### src/verilog/stamp_map.svh
// Notes on behaviour
// - Stamp is 56-bit count in 64-bit word
// - Count per sample clock; clear restarts count
// - Store count at internal trigger moment
// - All modes zero top byte unless capture flag set
// - Refclock mode: 24-bit edges over 32-bit samples
// - Capture flag puts aux inputs in top byte
// - Writing 4096 enables aux input capture
// - Capture bit zero zero-fills top byte
// - Format bit independent of mode bits
// - One stamp per trigger in segmented mode
// - Stamp marks trigger, not segment start
// - Gate length rounds up to a multiple of 4, 2 or 1 for 1, 2 or 4 channels
// - Gate padding never alters stamp values
`ifndef STAMP_MAP_SVH
`define STAMP_MAP_SVH
`define ADDR_STAMP_COMMAND 16'hb7fc
`define ADDR_STAMP_STATUS 16'hb800
`define ADDR_STAMP_LOW 16'hb804
`define ADDR_STAMP_HIGH 16'hb808
`define ADDR_GATE_LEN 16'hb80c
`define CMD_RESET 32'h00000000
`define CMD_MODE_LSB 0
`define CMD_MODE_MSB 1
`define CMD_CLEAR_BIT 2
`define CMD_SEGMENTED_BIT 3
`define CMD_CHAN_LSB 4
`define CMD_CHAN_MSB 5
`define CMD_AUX_BIT 12
`define CMD_WRITE_MASK 32'h0000103f
`define STAMP_WIDTH 56
`define WORD_WIDTH 64
`define REF_WIDTH 24
`define SAMPLE_WIDTH 32
`define FIFO_DEPTH 16
`define FIFO_AW 4
`endif

### src/verilog/stamp_pkg.sv
package stamp_pkg;
    typedef enum logic [1:0] {
        MODE_STANDARD = 2'b00,
        MODE_START_CLEARED = 2'b01,
        MODE_REFCLOCK = 2'b11
    } stamp_mode_t;
    typedef enum logic [1:0] {
        CH_ONE = 2'b00,
        CH_TWO = 2'b01,
        CH_FOUR = 2'b11
    } chan_count_t;
    typedef enum logic [1:0] {
        GATE_IDLE = 2'b00,
        GATE_OPEN = 2'b01,
        GATE_PAD = 2'b11
    } gate_state_t;
endpackage : stamp_pkg

### src/verilog/stamp_ram.sv
`timescale 1ns/10ps
`include "stamp_map.svh"
module stamp_ram (
    input wire logic clk,
    input wire logic wr_en,
    input wire logic [`FIFO_AW-1:0] wr_addr,
    input wire logic [`WORD_WIDTH-1:0] wr_data,
    input wire logic [`FIFO_AW-1:0] rd_addr,
    output logic [`WORD_WIDTH-1:0] rd_data
);
    logic [`WORD_WIDTH-1:0] mem [0:`FIFO_DEPTH-1];

    always_ff @(posedge clk) begin
        if (wr_en) begin
            mem[wr_addr] <= wr_data;
        end
    end

    // Registered read keeps the pop path to one flop stage
    always_ff @(posedge clk) begin
        rd_data <= mem[rd_addr];
    end
endmodule : stamp_ram

### src/verilog/sync3.sv
`timescale 1ns/10ps
module sync3 #(
    parameter int W = 8
) (
    input wire logic clk,
    input wire logic rst_n,
    input wire logic [W-1:0] d,
    output logic [W-1:0] q
);
    logic [W-1:0] s1_reg;
    logic [W-1:0] s2_reg;
    logic [W-1:0] s3_reg;

    always_ff @(posedge clk) begin
        if (!rst_n) begin
            s1_reg <= '0;
            s2_reg <= '0;
            s3_reg <= '0;
            q <= '0;
        end else begin
            s1_reg <= d;
            s2_reg <= s1_reg;
            s3_reg <= s2_reg;
            // A change counts only once the last two stages agree
            if (s2_reg == s3_reg) begin
                q <= s3_reg;
            end
        end
    end
endmodule : sync3

### src/verilog/trigger_timestamp_formatter.sv
// Added by the designer: register access over APB.
`timescale 1ns/10ps
`include "stamp_map.svh"
module trigger_timestamp_formatter (
    input wire logic CLOCK,
    input wire logic RST_N,
    input wire logic PSEL,
    input wire logic PENABLE,
    input wire logic PWRITE,
    input wire logic [15:0] PADDR,
    input wire logic [31:0] PWDATA,
    output logic [31:0] PRDATA,
    output logic PREADY,
    output logic PSLVERR,
    input wire logic SAMPLE_EN,
    input wire logic REF_EDGE,
    input wire logic TRIGGER,
    input wire logic GATE,
    input wire logic [7:0] AUX_DIGITAL_INPUTS,
    output logic GATE_PAD_ACTIVE
);
    logic [31:0] command_reg;
    logic [`STAMP_WIDTH-1:0] count_reg;
    logic [`STAMP_WIDTH-1:0] count_next;
    logic [`SAMPLE_WIDTH-1:0] gate_len_reg;
    logic [31:0] last_gate_reg;
    logic [1:0] pad_reg;
    logic [7:0] aux_sync;
    logic trig_d_reg;
    logic gate_d_reg;
    logic ref_d_reg;
    logic [`FIFO_AW:0] wr_ptr_reg;
    logic [`FIFO_AW:0] rd_ptr_reg;
    logic [`WORD_WIDTH-1:0] rd_data;
    logic [`WORD_WIDTH-1:0] head_reg;
    logic [`WORD_WIDTH-1:0] stamp_word;
    logic push;
    logic pop;
    logic fifo_full;
    logic fifo_empty;
    logic overrun_reg;
    logic apb_wr;
    logic apb_rd;
    logic trig_rise;
    logic gate_edge;
    logic ref_rise;
    stamp_pkg::gate_state_t gate_state_reg;
    stamp_pkg::stamp_mode_t mode;
    stamp_pkg::chan_count_t chans;

    function automatic logic [1:0] align_mask(input stamp_pkg::chan_count_t c);
        case (c)
            stamp_pkg::CH_ONE: align_mask = 2'h3;
            stamp_pkg::CH_TWO: align_mask = 2'h1;
            default: align_mask = 2'h0;
        endcase
    endfunction : align_mask

    function automatic logic hit(input logic [15:0] a, input logic [15:0] b);
        hit = (a == b);
    endfunction : hit

    sync3 #(.W(8)) i_sync3 (
        .clk(CLOCK),
        .rst_n(RST_N),
        .d(AUX_DIGITAL_INPUTS),
        .q(aux_sync)
    );

    assign mode = stamp_pkg::stamp_mode_t'(command_reg[`CMD_MODE_MSB:`CMD_MODE_LSB]);
    assign chans = stamp_pkg::chan_count_t'(command_reg[`CMD_CHAN_MSB:`CMD_CHAN_LSB]);
    assign apb_wr = PSEL && PENABLE && PWRITE && PREADY;
    assign apb_rd = PSEL && PENABLE && !PWRITE && PREADY;
    assign trig_rise = TRIGGER && !trig_d_reg;
    assign gate_edge = GATE != gate_d_reg;
    assign ref_rise = REF_EDGE && !ref_d_reg;

    // Command register; bit 12 is the aux capture flag, the clear bit drops back to zero after one cycle
    always_ff @(posedge CLOCK) begin
        if (!RST_N) begin
            command_reg <= `CMD_RESET;
        end else if (apb_wr && hit(PADDR, `ADDR_STAMP_COMMAND)) begin
            command_reg <= PWDATA & `CMD_WRITE_MASK;
        end else begin
            command_reg[`CMD_CLEAR_BIT] <= 1'b0;
        end
    end

    always_comb begin
        count_next = count_reg;
        if (command_reg[`CMD_CLEAR_BIT]) begin
            count_next = '0;
        end else if (mode == stamp_pkg::MODE_REFCLOCK) begin
            if (ref_rise) begin
                count_next = {count_reg[`STAMP_WIDTH-1:`SAMPLE_WIDTH] + 24'h000001,
                              32'h00000000};
            end else if (SAMPLE_EN) begin
                count_next[`SAMPLE_WIDTH-1:0] = count_reg[`SAMPLE_WIDTH-1:0] + 32'h00000001;
            end
        end else if (SAMPLE_EN) begin
            count_next = count_reg + 56'h00000000000001;
        end
    end

    always_ff @(posedge CLOCK) begin
        if (!RST_N) begin
            count_reg <= '0;
        end else begin
            count_reg <= count_next;
        end
    end

    always_ff @(posedge CLOCK) begin
        if (!RST_N) begin
            trig_d_reg <= 1'b0;
            gate_d_reg <= 1'b0;
            ref_d_reg <= 1'b0;
        end else begin
            trig_d_reg <= TRIGGER;
            gate_d_reg <= GATE;
            ref_d_reg <= REF_EDGE;
        end
    end

    // Stamp is the live count at the internal trigger edge, fixed lag
    assign stamp_word = {command_reg[`CMD_AUX_BIT] ? aux_sync : 8'h00, count_reg};
    // One push per trigger edge; gate edges stamp too, padding never does
    assign push = (trig_rise || gate_edge) && !fifo_full;
    assign pop = apb_rd && hit(PADDR, `ADDR_STAMP_HIGH) && !fifo_empty;
    assign fifo_full = (wr_ptr_reg[`FIFO_AW-1:0] == rd_ptr_reg[`FIFO_AW-1:0]) &&
                       (wr_ptr_reg[`FIFO_AW] != rd_ptr_reg[`FIFO_AW]);
    assign fifo_empty = wr_ptr_reg == rd_ptr_reg;

    stamp_ram i_stamp_ram (
        .clk(CLOCK),
        .wr_en(push),
        .wr_addr(wr_ptr_reg[`FIFO_AW-1:0]),
        .wr_data(stamp_word),
        .rd_addr(rd_ptr_reg[`FIFO_AW-1:0]),
        .rd_data(rd_data)
    );

    always_ff @(posedge CLOCK) begin
        if (!RST_N) begin
            wr_ptr_reg <= '0;
            rd_ptr_reg <= '0;
            overrun_reg <= 1'b0;
        end else begin
            if (push) begin
                wr_ptr_reg <= wr_ptr_reg + 5'h01;
            end
            if (pop) begin
                rd_ptr_reg <= rd_ptr_reg + 5'h01;
            end
            // Set wins over the clear by write
            if ((trig_rise || gate_edge) && fifo_full) begin
                overrun_reg <= 1'b1;
            end else if (apb_wr && hit(PADDR, `ADDR_STAMP_STATUS) && PWDATA[0]) begin
                overrun_reg <= 1'b0;
            end
        end
    end

    // Head word tracks RAM output two cycles after a pointer move
    always_ff @(posedge CLOCK) begin
        if (!RST_N) begin
            head_reg <= '0;
        end else begin
            head_reg <= rd_data;
        end
    end

    // Gate length counter with end padding to the channel alignment
    always_ff @(posedge CLOCK) begin
        if (!RST_N) begin
            gate_state_reg <= stamp_pkg::GATE_IDLE;
            gate_len_reg <= '0;
            pad_reg <= '0;
            last_gate_reg <= '0;
        end else begin
            case (gate_state_reg)
                stamp_pkg::GATE_IDLE: begin
                    if (GATE && !gate_d_reg) begin
                        gate_state_reg <= stamp_pkg::GATE_OPEN;
                        gate_len_reg <= '0;
                    end
                end
                stamp_pkg::GATE_OPEN: begin
                    // A sample in the closing cycle is outside the gate
                    if (SAMPLE_EN && GATE) begin
                        gate_len_reg <= gate_len_reg + 32'h00000001;
                    end
                    if (!GATE) begin
                        pad_reg <= align_mask(chans) & (2'h0 - gate_len_reg[1:0]);
                        gate_state_reg <= stamp_pkg::GATE_PAD;
                    end
                end
                stamp_pkg::GATE_PAD: begin
                    if (pad_reg == 2'h0) begin
                        last_gate_reg <= gate_len_reg;
                        gate_state_reg <= stamp_pkg::GATE_IDLE;
                    end else if (SAMPLE_EN) begin
                        pad_reg <= pad_reg - 2'h1;
                        gate_len_reg <= gate_len_reg + 32'h00000001;
                    end
                end
                default: gate_state_reg <= stamp_pkg::GATE_IDLE;
            endcase
        end
    end

    always_ff @(posedge CLOCK) begin
        if (!RST_N) begin
            GATE_PAD_ACTIVE <= 1'b0;
        end else begin
            GATE_PAD_ACTIVE <= gate_state_reg == stamp_pkg::GATE_PAD && pad_reg != 2'h0;
        end
    end

    // APB: no wait states; read data staged in the setup cycle
    always_ff @(posedge CLOCK) begin
        if (!RST_N) begin
            PREADY <= 1'b0;
            PSLVERR <= 1'b0;
            PRDATA <= '0;
        end else begin
            PREADY <= PSEL && !PENABLE;
            PSLVERR <= 1'b0;
            if (PSEL && !PENABLE) begin
                PSLVERR <= !(hit(PADDR, `ADDR_STAMP_COMMAND) || hit(PADDR, `ADDR_STAMP_STATUS) ||
                             hit(PADDR, `ADDR_STAMP_LOW) || hit(PADDR, `ADDR_STAMP_HIGH) ||
                             hit(PADDR, `ADDR_GATE_LEN));
                case (PADDR)
                    `ADDR_STAMP_COMMAND: PRDATA <= command_reg;
                    `ADDR_STAMP_STATUS: PRDATA <= {26'h0, overrun_reg, fifo_full,
                                                   fifo_empty, 3'h0} | {31'h0, overrun_reg};
                    `ADDR_STAMP_LOW: PRDATA <= head_reg[31:0];
                    `ADDR_STAMP_HIGH: PRDATA <= head_reg[63:32];
                    `ADDR_GATE_LEN: PRDATA <= last_gate_reg;
                    default: PRDATA <= 32'h00000000;
                endcase
            end
        end
    end

    property p_zero_fill;
        @(posedge CLOCK) disable iff (!RST_N)
        push && !command_reg[`CMD_AUX_BIT] |-> stamp_word[63:56] == 8'h00;
    endproperty
    a_zero_fill: assert property (p_zero_fill) else $error("top byte not zero");

    property p_aux_fill;
        @(posedge CLOCK) disable iff (!RST_N)
        push && command_reg[`CMD_AUX_BIT] |-> stamp_word[63:56] == aux_sync;
    endproperty
    a_aux_fill: assert property (p_aux_fill) else $error("top byte not aux");

    property p_stamp_count;
        @(posedge CLOCK) disable iff (!RST_N)
        push |-> stamp_word[55:0] == count_reg;
    endproperty
    a_stamp_count: assert property (p_stamp_count) else $error("stamp not count");

    property p_clear;
        @(posedge CLOCK) disable iff (!RST_N)
        command_reg[`CMD_CLEAR_BIT] |=> count_reg == 56'h0;
    endproperty
    a_clear: assert property (p_clear) else $error("count not cleared");

    property p_inc;
        @(posedge CLOCK) disable iff (!RST_N)
        SAMPLE_EN && mode != stamp_pkg::MODE_REFCLOCK && !command_reg[`CMD_CLEAR_BIT]
        |=> count_reg == $past(count_reg) + 56'h1;
    endproperty
    a_inc: assert property (p_inc) else $error("count not incremented");

    property p_one_push;
        @(posedge CLOCK) disable iff (!RST_N)
        trig_rise && !fifo_full |=> wr_ptr_reg == $past(wr_ptr_reg) + 5'h01;
    endproperty
    a_one_push: assert property (p_one_push) else $error("trigger not stamped");

    property p_aux_bit;
        @(posedge CLOCK) disable iff (!RST_N)
        apb_wr && hit(PADDR, `ADDR_STAMP_COMMAND) |=> command_reg[`CMD_AUX_BIT] == $past(PWDATA[12]);
    endproperty
    a_aux_bit: assert property (p_aux_bit) else $error("aux bit not at 12");

    property p_pad_no_push;
        @(posedge CLOCK) disable iff (!RST_N)
        gate_state_reg == stamp_pkg::GATE_PAD && !trig_rise && !gate_edge |=> wr_ptr_reg == $past(wr_ptr_reg);
    endproperty
    a_pad_no_push: assert property (p_pad_no_push) else $error("padding pushed stamp");

    property p_align;
        @(posedge CLOCK) disable iff (!RST_N)
        gate_state_reg == stamp_pkg::GATE_PAD && pad_reg == 2'h0 && chans == stamp_pkg::CH_ONE
        |-> gate_len_reg[1:0] == 2'h0;
    endproperty
    a_align: assert property (p_align) else $error("gate not aligned");

    property p_align_two;
        @(posedge CLOCK) disable iff (!RST_N)
        gate_state_reg == stamp_pkg::GATE_PAD && pad_reg == 2'h0 && chans == stamp_pkg::CH_TWO
        |-> gate_len_reg[0] == 1'b0;
    endproperty
    a_align_two: assert property (p_align_two) else $error("gate not two aligned");

    property p_pad_count;
        @(posedge CLOCK) disable iff (!RST_N)
        gate_state_reg == stamp_pkg::GATE_PAD && pad_reg != 2'h0 && SAMPLE_EN
        |=> gate_len_reg == $past(gate_len_reg) + 32'h1 && pad_reg == $past(pad_reg) - 2'h1;
    endproperty
    a_pad_count: assert property (p_pad_count) else $error("padding sample not counted");

    property p_ref_edge;
        @(posedge CLOCK) disable iff (!RST_N)
        mode == stamp_pkg::MODE_REFCLOCK && ref_rise && !command_reg[`CMD_CLEAR_BIT]
        |=> count_reg[31:0] == 32'h0 && count_reg[55:32] == $past(count_reg[55:32]) + 24'h1;
    endproperty
    a_ref_edge: assert property (p_ref_edge) else $error("ref edge not counted");

    property p_ref_sample;
        @(posedge CLOCK) disable iff (!RST_N)
        mode == stamp_pkg::MODE_REFCLOCK && SAMPLE_EN && !ref_rise &&
        !command_reg[`CMD_CLEAR_BIT]
        |=> count_reg[31:0] == $past(count_reg[31:0]) + 32'h1 &&
        count_reg[55:32] == $past(count_reg[55:32]);
    endproperty
    a_ref_sample: assert property (p_ref_sample) else $error("sample field not counted");

    // Without a sample, a clear or a reference edge the count must stand still
    property p_hold;
        @(posedge CLOCK) disable iff (!RST_N)
        !SAMPLE_EN && !command_reg[`CMD_CLEAR_BIT] &&
        !(mode == stamp_pkg::MODE_REFCLOCK && ref_rise)
        |=> count_reg == $past(count_reg);
    endproperty
    a_hold: assert property (p_hold) else $error("count moved without sample");

    property p_overrun_set;
        @(posedge CLOCK) disable iff (!RST_N)
        (trig_rise || gate_edge) && fifo_full |=> overrun_reg &&
        wr_ptr_reg == $past(wr_ptr_reg);
    endproperty
    a_overrun_set: assert property (p_overrun_set) else $error("lost stamp not flagged");

    property p_mode_write;
        @(posedge CLOCK) disable iff (!RST_N)
        apb_wr && hit(PADDR, `ADDR_STAMP_COMMAND)
        |=> command_reg[1:0] == $past(PWDATA[1:0]) && command_reg[12] == $past(PWDATA[12]);
    endproperty
    a_mode_write: assert property (p_mode_write) else $error("mode and format split");
endmodule : trigger_timestamp_formatter

### config.mk
export PLATFORM = sky130hd
export DESIGN_NAME = trigger_timestamp_formatter
export DESIGN_NICKNAME = d
export VERILOG_FILES = /design/src/verilog/stamp_pkg.sv /design/src/verilog/stamp_ram.sv /design/src/verilog/sync3.sv /design/src/verilog/trigger_timestamp_formatter.sv
export VERILOG_INCLUDE_DIRS = /design/src /design/src/verilog
export SDC_FILE = /design/constraint.sdc
export NUM_CORES = 2
export LEC_CHECK = 0
export ABC_AREA = 1
export BUFFER_PORTS_ARGS = -buffer_cell sky130_fd_sc_hd__buf_4
export CORE_UTILIZATION = 62
export CTS_CLUSTER_SIZE = 20
export DETAILED_ROUTE_END_ITERATION = 7
export PLACE_DENSITY_LB_ADDON = 0.12
export SLEW_MARGIN = 20
export SYNTH_ARGS = -nofsm -noshare
export SYNTH_HDL_FRONTEND = slang
export SYNTH_SLANG_ARGS = --single-unit
### constraint.sdc
create_clock -name CLOCK -period 8.3 [get_ports CLOCK]
set_clock_uncertainty 0.2 [all_clocks]
set_input_delay 2.49 -clock CLOCK [delete_from_list [all_inputs] [get_ports CLOCK]]
set_output_delay 2.49 -clock CLOCK [all_outputs]
set_load 0.05 [all_outputs]
==> run summary <==
The flow ran to the end, and the final reports show no timing, DRC or antenna violations. Category of the worst setup path launch point: an input pin. For this run, asynchronously set or reset flops after synthesis account for 0%.

In the final routed layout, each cell accounts on average for 21.81 um. Setup repair after global routing left no endpoint under its margin. Final critical delay including setup and external delays: 5.052 ns. The detailed router placed 35754 vias in this run.

Of all nets on the critical path, the largest fanout is 52. The H-tree generated during clock tree synthesis spans 4 levels. For this run, design rule violations remaining after detail routing come to 0.

Counting along the longest clock path gives a buffer depth of 3. Routed wire length: 130200 um. The final period utilization was 60.87%.

In this run the power density over the cells is 235.5 nW/um^2. The floorplan step defined a die boundary enclosing 87490 sq um. After clock tree synthesis, the clock-pin slew on the worst setup and hold paths is 0.06 ns. For the count of pins over their slew limit, the log shows 0. The headroom to the max-slew limit was 22.30%; the aggregate negative setup slack was 0 ns.

The most numerous cell on the critical path was sky130_fd_sc_hd__buf_4. In the routed layout, each cell is associated on average with a via count of 5.988. The count of flip-flops with a built-in enable after synthesis is 1024.

The worst setup path is captured at a flip-flop. The height of the die was 295.8 um. The post-cts gate resize count is 0, and the die span in x is 295.8 um. The slowest stage of the critical path belongs to the cell sky130_fd_sc_hd__buf_4. The tools report the post-CTS setup repair buffer count as 0. The delay of the slowest cell on the worst path was 0.89 ns; the half-perimeter wire length of the detailed placement result was 71130 um. The number of buffer cells added on primary ports was 74. The register with the most flip-flops in the layout has 1024 of them. The number of buffers and inverters on the critical path is 3.

CTS placed an instance of sky130_fd_sc_hd__clkbuf_16 at the clock tree root. Clock latency on the worst-skew pair, taken at its later pin, is 0.75 ns. STA puts the critical path data arrival time at 5.20 ns. The number of nets in the final layout came out at 4784.

Entering global routing, the biggest net connects 223 pins. In this run the remaining antenna-violating nets after routing total 0. For the global router's overall resource usage, the log shows 29.92%.

Summing all placed instances gives a cell area of 54960 sq um. Walking the worst path, the cells encountered are buf_4 > ha_1 > o21ai_0 > nand2_2 > inv_2 > nand2_1 > nor2_4 > buf_4. Synthesized area per cell: 11.36 sq um. Of the synthesized area, sequential elements account for 70.18%. Grouping stages by cell kind, the critical path spends the most delay in buffers and inverters. For the number of top-level pins, the log shows 100. The maximum resistive drop on vdd is 0.2321 mV, and the area taken by flip-flops and latches is 37570 sq um.

For this run, the number of standard cells in the final layout without fillers is 5971. In the synthesized netlist, the number of instances is 4712. The tools report the initial antenna violation count as 5.

Counting every sink on the clock net gives 1364. The worst setup path is of the input pin to flip-flop kind. The quantity of hold-fixing buffers added after cts is 0, and the final design area excluding fillers is 59390 sq um. The global route total overflow is 0, and the layout cell share with drive strength beyond 1 is 8.352%.

The fill cell instance count of the final layout was 6066. The count of distinct cell types in the synthesized netlist was 52; the number of warnings issued by yosys was 0. Setup violations remaining at the end of the flow were counted as 0. The floorplan has 107 rows. TritonCTS built the clock tree.

The run gives 20.69 nW as the static leakage. In the synthesized netlist the dominant register cell turns out to be sky130_fd_sc_hd__edfxtp_1. The tools report the number of maximum-capacitance constraint violations as 0. The worst hold path class was flip-flop to flip-flop. The initial utilization of the core area, before any placement, comes to 62.75%.

The via count of the first global-routing pass was 32611; the highest clock frequency the design can meet was 197.9 MHz. The footprint of the multi-input gates was 14030 sq um; the synthesized netlist net count was 4787. For the worst setup path, the data required time is 8.45 ns.

Counting tap cells, the placed design contains a total of 5713 instances. The area growth from synthesis to layout works out to 10.98%. The number of storage elements in the synthesis netlist was 1364.

The tools report the detailed-routing iteration count for the pre-antenna-repair pass as 5. The floorplan step defined a core boundary enclosing 85280 sq um. The first global-routing pass estimated 196000 um of wire. The clock buffer count from CTS came out at 138. At the end of routability-driven placement, the weighted congestion stood at 0.9207.

For the netlist area before placement, the log shows 53520 sq um. The pin slew with the least headroom to its limit is 1.165 ns, and the final number of hold-violating endpoints is 0. The first routing iteration left 3662 violations.
## metrics by stage
stage	setup WS [ns]	utilization, %	hold slack (ns)	total power, mW
after global placement	2.572	64.44	0.1952	8.098
after floorplan	1.698	-	0.1905	7.917
final	3.248	69.64	0.2114	13.99
after global routing	3.154	69.64	0.2232	14.36
after detailed placement	2.530	64.44	0.1981	8.109
after CTS	3.300	69.64	0.2111	14.05
## logic make-up after synthesis
kind of cell / synth area share (%)
buffers and inverters: 3.858
AO/OA/AOI/OAI: 9.679
flip-flops: 70.18
multiplexers: 0.8043
AND/OR/NAND/NOR: 14.95
adder cells (fa/ha/maj): 0.2338
XOR/XNOR: 0.2946
## path summary, 6_finish.rpt
kind,from,cells past startpoint,to,slack [ns]
worst max-delay path,GATE,8,i_stamp_ram.mem[2][24],3.25
worst min-delay path,i_stamp_ram.rd_data[44],2,head_reg[44],0.21
worst min register to register,i_stamp_ram.rd_data[44],2,head_reg[44],0.21
worst max register to register,rd_ptr_reg[0],9,i_stamp_ram.mem[2][24],4.54
## placed cells by master (no fill, tap or decap), drive strengths merged, types with 87 or more instances in the layout
cell,instances
a21oi,146
clkbuf,206
edfxtp,1024
nand3,265
nor2,917
o21ai,406
inv,236
o32ai,128
buf,120
o211ai,87
nand2,674
dfxtp,340
## worst reg2reg max path, stage by stage, from the launching register on
cell	delay, ns
sky130_fd_sc_hd__dfxtp_4	0.63
sky130_fd_sc_hd__xor2_1	0.18
sky130_fd_sc_hd__nor2_1	0.04
sky130_fd_sc_hd__and2_1	0.18
sky130_fd_sc_hd__nand2_1	0.11
sky130_fd_sc_hd__nand2_2	0.14
sky130_fd_sc_hd__inv_2	0.20
sky130_fd_sc_hd__nand2_1	0.27
sky130_fd_sc_hd__nor2_4	0.47
sky130_fd_sc_hd__buf_4	0.89
## cell usage after synthesis (5+ instances only)
master                     number  area share (%)
sky130_fd_sc_hd__a21oi_1      145             1.4
sky130_fd_sc_hd__a311oi_1       6           0.098
sky130_fd_sc_hd__and2_1         6           0.070
sky130_fd_sc_hd__and3_1         5           0.058
sky130_fd_sc_hd__buf_1          9           0.063
sky130_fd_sc_hd__buf_2         89            0.83
sky130_fd_sc_hd__buf_4         16            0.22
sky130_fd_sc_hd__clkbuf_1     146             1.0
sky130_fd_sc_hd__dfxtp_1      340              13
sky130_fd_sc_hd__edfxtp_1    1024              57
sky130_fd_sc_hd__ha_1          10            0.23
sky130_fd_sc_hd__inv_1        219             1.5
sky130_fd_sc_hd__inv_2         13           0.091
sky130_fd_sc_hd__mux2i_1       43            0.80
sky130_fd_sc_hd__nand2_1      658             4.6
sky130_fd_sc_hd__nand2_2       12            0.14
sky130_fd_sc_hd__nand3_1      264             2.5
sky130_fd_sc_hd__nand4_1       38            0.44
sky130_fd_sc_hd__nor2_1       895             6.3
sky130_fd_sc_hd__nor2_2        14            0.16
sky130_fd_sc_hd__nor2_4         6            0.13
sky130_fd_sc_hd__nor3_1        25            0.23
sky130_fd_sc_hd__o211a_1        7            0.13
sky130_fd_sc_hd__o211ai_1      87             1.2
sky130_fd_sc_hd__o21ai_0      393             3.7
sky130_fd_sc_hd__o21ai_1        9           0.084
sky130_fd_sc_hd__o221ai_1      43            0.70
sky130_fd_sc_hd__o32ai_1      128             2.1
sky130_fd_sc_hd__xnor2_1        7            0.11
sky130_fd_sc_hd__xor2_1        11            0.18
## power breakdown
| part | leakage, nW | internal (mW) | switching (mW) |
|---|---|---|---|
| logic | 6.47 | 0.109 | 0.295 |
| clock network | 2.17 | 3.51 | 2.51 |
| registers | 12.0 | 7.47 | 0.0937 |
## layer usage
metal,track usage [%],part of all wire [%],up-vias
met5,0,0,-
met4,9.731,2.5,0
met3,4.886,9.1,221
met2,46.44,46,1611
met1,43.44,42,17299
li1,-,-,16623
## cell type report
class                      count  share of cell area (%)
timing repair buffer         120                   1.749
inverter                     235                   1.504
multi-input combinational   2850                   23.62
tap                         1144                   2.410
clock buffer                 206                   6.764
sequential                  1364                   63.25
clock inverter                50                  0.6931
antenna                        2                0.008427
Note: power is estimated with default switching activity, not from simulation.
